[src/lmc_defs.svh]
// Offsets, field positions and reset values of the mission control registers
`ifndef LMC_DEFS_SVH
`define LMC_DEFS_SVH

// ==========================================================================
// Register offsets
`define LMC_ADDR_FIRST 10'h200
`define LMC_ADDR_SI 10'h20d
`define LMC_ADDR_CTRL 10'h20e
`define LMC_ADDR_DLY_LO 10'h212
`define LMC_ADDR_DLY_HI 10'h213
`define LMC_ADDR_STAT 10'h214

// ==========================================================================
// Control field positions
`define LMC_CB_OSC_HALT 7
`define LMC_CB_WIPE_ARM 6
`define LMC_CB_UNUSED 5
`define LMC_CB_INHIBIT 4
`define LMC_CB_WRAP 3
`define LMC_CB_LOW_SRCH 2
`define LMC_CB_HIGH_SRCH 1
`define LMC_CB_ALRM_SRCH 0

// ==========================================================================
// Status field positions
`define LMC_SB_CONV_BUSY_N 7
`define LMC_SB_WIPED 6
`define LMC_SB_ACTIVE 5
`define LMC_SB_PENDING 4
`define LMC_SB_UNUSED 3
`define LMC_SB_LOW 2
`define LMC_SB_HIGH 1
`define LMC_SB_ALARM 0

// ==========================================================================
// Reset values
`define LMC_RST_SI 8'h00
`define LMC_RST_CTRL 8'h00
`define LMC_RST_DLY 16'h0000
`define LMC_RST_WIPED 1'b0

`endif

[src/lmc_pkg.sv]
// Types shared by the mission control block
package lmc_pkg;

  // ==========================================================================
  // Register port request
  typedef struct packed {
    logic rd;
    logic wr;
    logic [9:0] addr;
    logic [7:0] wdata;
  } lmc_reg_req_t;

  // ==========================================================================
  // Finished temperature conversion
  typedef struct packed {
    logic done;
    logic [7:0] temp;
  } lmc_conv_t;

  // Progress of the clear-memory arming sequence
  typedef enum logic [1:0] {
    LMC_ARM_IDLE,
    LMC_ARM_WAIT,
    LMC_ARM_NEXT
  } lmc_arm_t;

endpackage

[src/lmc_mission_ctrl.sv]
// Mission control registers and mission sequencing of the logger
`timescale 1ns/1ps
`default_nettype none
`include "lmc_defs.svh"

module lmc_mission_ctrl (
  input wire logic clk_sys,
  input wire logic rst_n,
  input wire lmc_pkg::lmc_reg_req_t reg_req,
  output logic [7:0] reg_rdata,
  output logic reg_rvalid,
  input wire logic access_start,
  input wire logic mem_func_cmd,
  input wire logic clear_mem_cmd,
  input wire logic minute_tick,
  input wire logic clock_alarm_evt,
  input wire logic conv_busy,
  input wire lmc_pkg::lmc_conv_t conv,
  input wire logic [7:0] low_threshold,
  input wire logic [7:0] high_threshold,
  input wire logic log_full,
  output logic osc_halt,
  output logic wrap_enable,
  output logic logging_active,
  output logic conv_start,
  output logic store_sample,
  output logic histogram_update,
  output logic wipe_pulse,
  output logic search_match
);
  import lmc_pkg::*;

  // ==========================================================================
  // Decoding
  function automatic logic in_mission_range(input logic [9:0] a);
    in_mission_range = (a >= `LMC_ADDR_FIRST) && (a <= `LMC_ADDR_DLY_HI);
  endfunction

  logic [7:0] si_reg, si_next;
  logic [7:0] ctrl_reg, ctrl_next;
  logic [15:0] dly_reg, dly_next;
  logic wiped_reg, wiped_next;
  logic active_reg, active_next;
  logic pending_reg, pending_next;
  logic low_reg, low_next;
  logic high_reg, high_next;
  logic alarm_reg, alarm_next;
  lmc_arm_t arm_reg, arm_next;
  logic [7:0] rdata_reg, rdata_next;
  logic rvalid_reg, rvalid_next;
  logic conv_start_reg, conv_start_next;
  logic store_reg, store_next;
  logic hist_reg, hist_next;
  logic wipe_reg, wipe_next;
  logic match_reg, match_next;
  logic start_evt, stop_evt, sample_due;
  logic wr, write_blocked, do_wipe;
  logic [7:0] status_word;
  logic [7:0] timer_interval;

  assign wr = reg_req.wr;
  // A write to 200h..213h while logging only ends the mission and is otherwise discarded
  assign write_blocked = wr && active_reg && in_mission_range(reg_req.addr);
  assign do_wipe = clear_mem_cmd && ctrl_reg[`LMC_CB_WIPE_ARM]
                   && (arm_reg == LMC_ARM_NEXT);
  assign start_evt = wr && !active_reg && (reg_req.addr == `LMC_ADDR_SI)
                     && (reg_req.wdata != 8'h00) && wiped_reg
                     && !ctrl_reg[`LMC_CB_INHIBIT];
  // Reloads need the stored interval; only the start cycle sees bus data
  assign timer_interval = start_evt ? reg_req.wdata : si_reg;

  always_comb begin
    status_word = 8'h00;
    status_word[`LMC_SB_CONV_BUSY_N] = !conv_busy;
    status_word[`LMC_SB_WIPED] = wiped_reg;
    status_word[`LMC_SB_ACTIVE] = active_reg;
    status_word[`LMC_SB_PENDING] = pending_reg;
    status_word[`LMC_SB_LOW] = low_reg;
    status_word[`LMC_SB_HIGH] = high_reg;
    status_word[`LMC_SB_ALARM] = alarm_reg;
  end

  // ==========================================================================
  // Configuration registers
  always_comb begin
    si_next = si_reg;
    ctrl_next = ctrl_reg;
    dly_next = dly_reg;
    if (do_wipe) begin
      si_next = `LMC_RST_SI;
      dly_next = `LMC_RST_DLY;
    end else if (wr && !write_blocked) begin
      case (reg_req.addr)
        `LMC_ADDR_SI: si_next = reg_req.wdata;
        `LMC_ADDR_CTRL: begin
          ctrl_next = reg_req.wdata;
          ctrl_next[`LMC_CB_UNUSED] = 1'b0;
        end
        `LMC_ADDR_DLY_LO: dly_next[7:0] = reg_req.wdata;
        `LMC_ADDR_DLY_HI: dly_next[15:8] = reg_req.wdata;
        default: ;
      endcase
    end
    // The arm bit drops when any memory function runs, the clear included
    if (mem_func_cmd || clear_mem_cmd) begin
      ctrl_next[`LMC_CB_WIPE_ARM] = 1'b0;
    end
  end

  always_ff @(posedge clk_sys or negedge rst_n) begin
    if (!rst_n) begin
      si_reg <= `LMC_RST_SI;
      ctrl_reg <= `LMC_RST_CTRL;
      dly_reg <= `LMC_RST_DLY;
    end else begin
      si_reg <= si_next;
      ctrl_reg <= ctrl_next;
      dly_reg <= dly_next;
    end
  end

  // ==========================================================================
  // Clear-memory arming: the clear must be the access right after arming
  always_comb begin
    arm_next = arm_reg;
    case (arm_reg)
      LMC_ARM_IDLE: begin
        if (wr && !write_blocked && reg_req.addr == `LMC_ADDR_CTRL
            && reg_req.wdata[`LMC_CB_WIPE_ARM]) begin
          arm_next = LMC_ARM_WAIT;
        end
      end
      LMC_ARM_WAIT: begin
        if (access_start) begin
          arm_next = LMC_ARM_NEXT;
        end
      end
      LMC_ARM_NEXT: begin
        // Anything but a clear in this access loses the arming
        if (access_start || mem_func_cmd || clear_mem_cmd) begin
          arm_next = LMC_ARM_IDLE;
        end
      end
      default: arm_next = LMC_ARM_IDLE;
    endcase
  end

  always_ff @(posedge clk_sys or negedge rst_n) begin
    if (!rst_n) begin
      arm_reg <= LMC_ARM_IDLE;
    end else begin
      arm_reg <= arm_next;
    end
  end

  // ==========================================================================
  // Mission state and status flags
  always_comb begin
    stop_evt = 1'b0;
    wiped_next = wiped_reg;
    active_next = active_reg;
    pending_next = pending_reg;
    low_next = low_reg;
    high_next = high_reg;
    alarm_next = alarm_reg;
    if (write_blocked) begin
      stop_evt = 1'b1;
    end
    if (wr && reg_req.addr == `LMC_ADDR_STAT) begin
      // Zero clears active, low, high and alarm, one is ignored, so a status write can stop but never start a mission
      if (!reg_req.wdata[`LMC_SB_ACTIVE]) begin
        stop_evt = active_reg;
      end
      if (!reg_req.wdata[`LMC_SB_LOW]) begin
        low_next = 1'b0;
      end
      if (!reg_req.wdata[`LMC_SB_HIGH]) begin
        high_next = 1'b0;
      end
      if (!reg_req.wdata[`LMC_SB_ALARM]) begin
        alarm_next = 1'b0;
      end
    end
    if (stop_evt) begin
      active_next = 1'b0;
      pending_next = 1'b0;
    end
    if (start_evt) begin
      active_next = 1'b1;
      wiped_next = 1'b0;
    end
    if (do_wipe) begin
      wiped_next = 1'b1;
    end
    if (sample_due && active_reg && !stop_evt) begin
      pending_next = 1'b1;
    end
    if (conv.done && pending_reg) begin
      pending_next = 1'b0;
    end
    // Hardware sets win over a clear in the same cycle
    if (conv.done && pending_reg && active_reg) begin
      if (conv.temp <= low_threshold) begin
        low_next = 1'b1;
      end
      if (conv.temp >= high_threshold) begin
        high_next = 1'b1;
      end
    end
    if (clock_alarm_evt) begin
      alarm_next = 1'b1;
    end
  end

  always_ff @(posedge clk_sys or negedge rst_n) begin
    if (!rst_n) begin
      wiped_reg <= `LMC_RST_WIPED;
      active_reg <= 1'b0;
      pending_reg <= 1'b0;
      low_reg <= 1'b0;
      high_reg <= 1'b0;
      alarm_reg <= 1'b0;
    end else begin
      wiped_reg <= wiped_next;
      active_reg <= active_next;
      pending_reg <= pending_next;
      low_reg <= low_next;
      high_reg <= high_next;
      alarm_reg <= alarm_next;
    end
  end

  lmc_mission_timer #(
    .CNT_W(17)
  ) u_timer (
    .clk_sys(clk_sys),
    .rst_n(rst_n),
    .start(start_evt),
    .stop(stop_evt),
    .minute_tick(minute_tick),
    .start_delay(dly_reg),
    .interval(timer_interval),
    .sample_due(sample_due)
  );

  // ==========================================================================
  // Read port and output strobes
  always_comb begin
    rdata_next = rdata_reg;
    rvalid_next = reg_req.rd;
    if (reg_req.rd) begin
      case (reg_req.addr)
        `LMC_ADDR_SI: rdata_next = si_reg;
        `LMC_ADDR_CTRL: rdata_next = ctrl_reg;
        `LMC_ADDR_DLY_LO: rdata_next = dly_reg[7:0];
        `LMC_ADDR_DLY_HI: rdata_next = dly_reg[15:8];
        `LMC_ADDR_STAT: rdata_next = status_word;
        default: rdata_next = 8'h00;
      endcase
    end
    conv_start_next = sample_due && active_reg && !stop_evt;
    // Full log without wrap keeps measuring but stores nothing
    store_next = conv.done && pending_reg && active_reg
                 && (ctrl_reg[`LMC_CB_WRAP] || !log_full);
    hist_next = conv.done && pending_reg && active_reg;
    wipe_next = do_wipe;
    match_next = (ctrl_reg[`LMC_CB_LOW_SRCH] && low_reg)
                 || (ctrl_reg[`LMC_CB_HIGH_SRCH] && high_reg)
                 || (ctrl_reg[`LMC_CB_ALRM_SRCH] && alarm_reg);
  end

  always_ff @(posedge clk_sys or negedge rst_n) begin
    if (!rst_n) begin
      rdata_reg <= 8'h00;
      rvalid_reg <= 1'b0;
      conv_start_reg <= 1'b0;
      store_reg <= 1'b0;
      hist_reg <= 1'b0;
      wipe_reg <= 1'b0;
      match_reg <= 1'b0;
    end else begin
      rdata_reg <= rdata_next;
      rvalid_reg <= rvalid_next;
      conv_start_reg <= conv_start_next;
      store_reg <= store_next;
      hist_reg <= hist_next;
      wipe_reg <= wipe_next;
      match_reg <= match_next;
    end
  end

  assign reg_rdata = rdata_reg;
  assign reg_rvalid = rvalid_reg;
  assign osc_halt = ctrl_reg[`LMC_CB_OSC_HALT];
  assign wrap_enable = ctrl_reg[`LMC_CB_WRAP];
  assign logging_active = active_reg;
  assign conv_start = conv_start_reg;
  assign store_sample = store_reg;
  assign histogram_update = hist_reg;
  assign wipe_pulse = wipe_reg;
  assign search_match = match_reg;

endmodule
`default_nettype wire

[src/lmc_mission_timer.sv]
// Minute countdown that paces the samples of a mission
`timescale 1ns/1ps
`default_nettype none

module lmc_mission_timer #(
  parameter int CNT_W = 17
) (
  input wire logic clk_sys,
  input wire logic rst_n,
  input wire logic start,
  input wire logic stop,
  input wire logic minute_tick,
  input wire logic [15:0] start_delay,
  input wire logic [7:0] interval,
  output logic sample_due
);
  import lmc_pkg::*;

  logic [CNT_W-1:0] cnt_reg, cnt_next;
  logic run_reg, run_next;
  logic due_reg, due_next;

  always_comb begin
    cnt_next = cnt_reg;
    run_next = run_reg;
    due_next = 1'b0;
    if (stop) begin
      run_next = 1'b0;
    end else if (start) begin
      // First sample lands delay plus one interval after the start
      cnt_next = CNT_W'({1'b0, start_delay}) + CNT_W'(interval);
      run_next = 1'b1;
    end else if (run_reg && minute_tick) begin
      if (cnt_reg <= CNT_W'(1)) begin
        due_next = 1'b1;
        cnt_next = CNT_W'(interval);
      end else begin
        cnt_next = cnt_reg - CNT_W'(1);
      end
    end
  end

  always_ff @(posedge clk_sys or negedge rst_n) begin
    if (!rst_n) begin
      cnt_reg <= '0;
      run_reg <= 1'b0;
      due_reg <= 1'b0;
    end else begin
      cnt_reg <= cnt_next;
      run_reg <= run_next;
      due_reg <= due_next;
    end
  end

  assign sample_due = due_reg;

endmodule
`default_nettype wire

[config.mk]
export PLATFORM = sky130hd
export DESIGN_NAME = lmc_mission_ctrl
export DESIGN_NICKNAME = d
export VERILOG_FILES = /design/src/lmc_pkg.sv /design/src/lmc_mission_ctrl.sv /design/src/lmc_mission_timer.sv
export VERILOG_INCLUDE_DIRS = /design/src
export SDC_FILE = /design/constraint.sdc
export NUM_CORES = 1
export LEC_CHECK = 0
export ABC_AREA = 0
export BUFFER_PORTS_ARGS = -buffer_cell sky130_fd_sc_hd__clkbuf_2
export CAP_MARGIN = 5
export CORE_MARGIN = 2
export CORE_UTILIZATION = 63
export DETAILED_ROUTE_END_ITERATION = 10
export HOLD_SLACK_MARGIN = 0.15
export PLACE_DENSITY = 0.86
export SYNTH_ARGS = -nofsm -noshare
export SYNTH_HDL_FRONTEND = slang
export SYNTH_HIERARCHICAL = 1
export SYNTH_SLANG_ARGS = --single-unit
[constraint.sdc]
create_clock -name clk_sys -period 6.6 [get_ports clk_sys]
set_clock_uncertainty 0.15 [all_clocks]
set_input_delay 0.99 -clock clk_sys [delete_from_list [all_inputs] [get_ports clk_sys]]
set_output_delay 0.99 -clock clk_sys [all_outputs]
set_load 0.03 [all_outputs]
==> flow_metrics.tcl <==
set metrics [dict create \
    port-buffer-count 70 \
    grt_pass1_wl_mm 22.49 \
    io_pins 71 \
    holdBufCountCts 0 \
    cts_buffers 9 \
    worstSetupEndpointType "flop" \
    vdd_drop_max_mv 0.1448 \
    synthFlopType "dfrtp_1" \
    synth_area_leaders "dfrtp_1 36%, mux2i_1 7.1%, ha_1 6.4%" \
    routed_via_density 6.645 \
    status "completed" \
    rsz0062_at_grt "false" \
    antenna_found_initial 0 \
    slew_viol_final 0 \
    grt_use_total 0.3289 \
    leakagePower_nw 2.755 \
    ys_seq_area_frac 0.3565 \
    start_util 0.6506 \
    die_x_um 93.57 \
    synth_seq_cells 72 \
    gp_congestion 0.9877 \
    ys_types 76 \
    cts-root-buf "clkbuf_8" \
    gr-total-overflow 0 \
    yosysWarningCount 6 \
    first_pass_iters 6 \
    final_cell_mix "72 x dfrtp_1, 69 x clkbuf_2, 48 x nand2_1" \
    hold_path_class "reg2reg" \
    synthesis.area_mm2 0.005054 \
    largest_reg_flops 17 \
    drt-initial-drc-count 402 \
    drcViolationCount 0 \
    syn_inst 542 \
    area_growth_pct 10.94 \
    finalWirelength_mm 13.92 \
    cp_max_fo 11 \
    synth-async-reset-ratio 1.000 \
    fin_crit_ns 4.602 \
    clkTransAtPathRegs_ns 0.09 \
    hold_violations 0 \
    ant_nets 0 \
    relSlewSlack 0.3424 \
    num_vias 4645 \
    whs_ns 0.3528 \
    cts_max_path_buffers 2 \
    worstMarginPinSlew_ns 0.9834 \
    cts_tree "done" \
    postCtsSetupBuffers 0 \
    worstPathArrival_ns 4.66 \
    finalSetupViolCount 0 \
    synth.top_cell.area_share 0.3565 \
    avgRoutedWirePerCell_um 19.91 \
    rows 32 \
    cap_violations 0 \
    finalCritPeriodShare 0.6973 \
    avgSynthCellArea_um2 9.324 \
    powerDensity_mw_per_mm2 174.0 \
    h-tree-depth 3 \
    dieArea_mm2 0.008754 \
    cp-start-kind "input pin" \
    fp.dieH_um 93.57 \
    layout_commonest_cell "dfrtp_1" \
    fmax_ghz 0.2173 \
    insertedDiodeCount 0 \
    drive_gt1_frac 0.2010 \
    grt_pass1_vias 4497 \
    cts_sinks 72 \
    crit_type "in2reg" \
    hpwl_mm 10.32 \
    synth_largest_area_cell "dfrtp_1" \
    worstPathRequired_ns 6.66 \
    grt_max_degree 73 \
    synth-edff-count 0 \
    cts_resized 0 \
    syn_nets 623 \
    setup-tns-final_ns 0 \
    clk-insertion-delay-late_ns 0.36 \
    core_area_mm2 0.007767 \
    fin_nets 674 \
]
==> synthesized netlist by cell type (4+ instances only) <==
cell type  number
clkbuf_1       17
a221oi_1        7
mux2_4          7
or3_1           6
inv_1          28
mux2i_1        36
and3_1          4
o211ai_1       12
a22oi_1        20
o21ai_0        21
nor3_1         10
nand4_1         7
a21boi_0        4
buf_2           5
nor4_1          7
nand2b_1        7
buf_6           5
or2_2           4
xnor2_1         4
and2_1          7
xor2_1          5
a21oi_1        26
nand3_1         7
mux2_2          7
a31oi_1        10
nand2_1        48
ha_1           26
o21ai_1         8
nor2b_1         6
a22o_1          9
o21bai_1        4
nor2_1         34
dfrtp_1        72
==> power breakdown <==
group | switching (mW) | internal [mW] | total, mW
registers | 0.00609 | 0.446 | 0.452
clock network | 0.180 | 0.252 | 0.432
logic | 0.0567 | 0.0344 | 0.0911
total | 0.243 | 0.733 | 0.976
==> worst paths after layout <==
check / depth (start not counted) / end / from / slack [ns]
setup reg to reg: 11 / u_timer/cnt_reg[8] / logging_active / 2.34
hold reg to reg: 2 / u_timer/run_reg / u_timer/run_reg / 0.35
max in group asynchronous: 1 / ctrl_reg[3] / rst_n / 5.09
hold / removal: 2 / u_timer/run_reg / u_timer/run_reg / 0.35
setup / recovery: 12 / u_timer/cnt_reg[8] / reg_req[12] / 2.00
min in group asynchronous: 1 / u_timer/cnt_reg[3] / rst_n / 0.57
==> cell families after synthesis <==
logic type,count (synthesis),synth area share
adders and majority gates,27,0.06833
buffers and inverters,58,0.05397
muxes,50,0.1077
DFF,72,0.3565
and+or+nand+nor,172,0.1859
xor gates and xnor gates,9,0.01560
AOI/OAI and AO/OA,154,0.2119
==> area by class of cell <==
| class | instances | area (um^2) |
|---|---|---|
| clock buffers | 9 | 123.9 |
| clock inverters | 6 | 116.4 |
| fillers | 582 | 2161 |
| inverters | 28 | 105.1 |
| multi-input cells | 412 | 2979 |
| flip-flops and latches | 72 | 1802 |
| well taps | 102 | 127.6 |
| repair buffers | 70 | 352.8 |
==> critical path, stage by stage <==
cell and delay (ns):
clkbuf_2 0.11, and3b_1 0.42, nand4_2 0.39, nand4bb_4 0.52, mux2_4 0.39, ha_1 0.23, fa_1 0.44, a211oi_1 0.27
o21ai_0 0.23, a21oi_1 0.39, xor2_1 0.19, o211ai_1 0.10
==> metal layers <==
metal,GRT usage,up-vias,routed length [um]
li1,-,2123,-
met1,0.4317,2210,5647
met2,0.5474,264,6678
met3,0.06446,48,1128
met4,0.1111,0,464
met5,0,-,0
==> per-stage QoR <==
step                      power [mW]  instance area [um^2]  cells  utilization  worst slack [ns]
after floorplan               0.5041                  5054    542            -             2.444
after global placement        0.5460                  5366    684       0.6909             1.855
after detailed placement      0.5502                  5366    684       0.6909             1.677
after CTS                     0.9756                  5607    699       0.7218             2.045
after global routing           1.003                  5607    699       0.7218             1.633
final                         0.9757                  5607    699       0.7218             1.998
No activity file was read; power rests on OpenSTA's default activity.
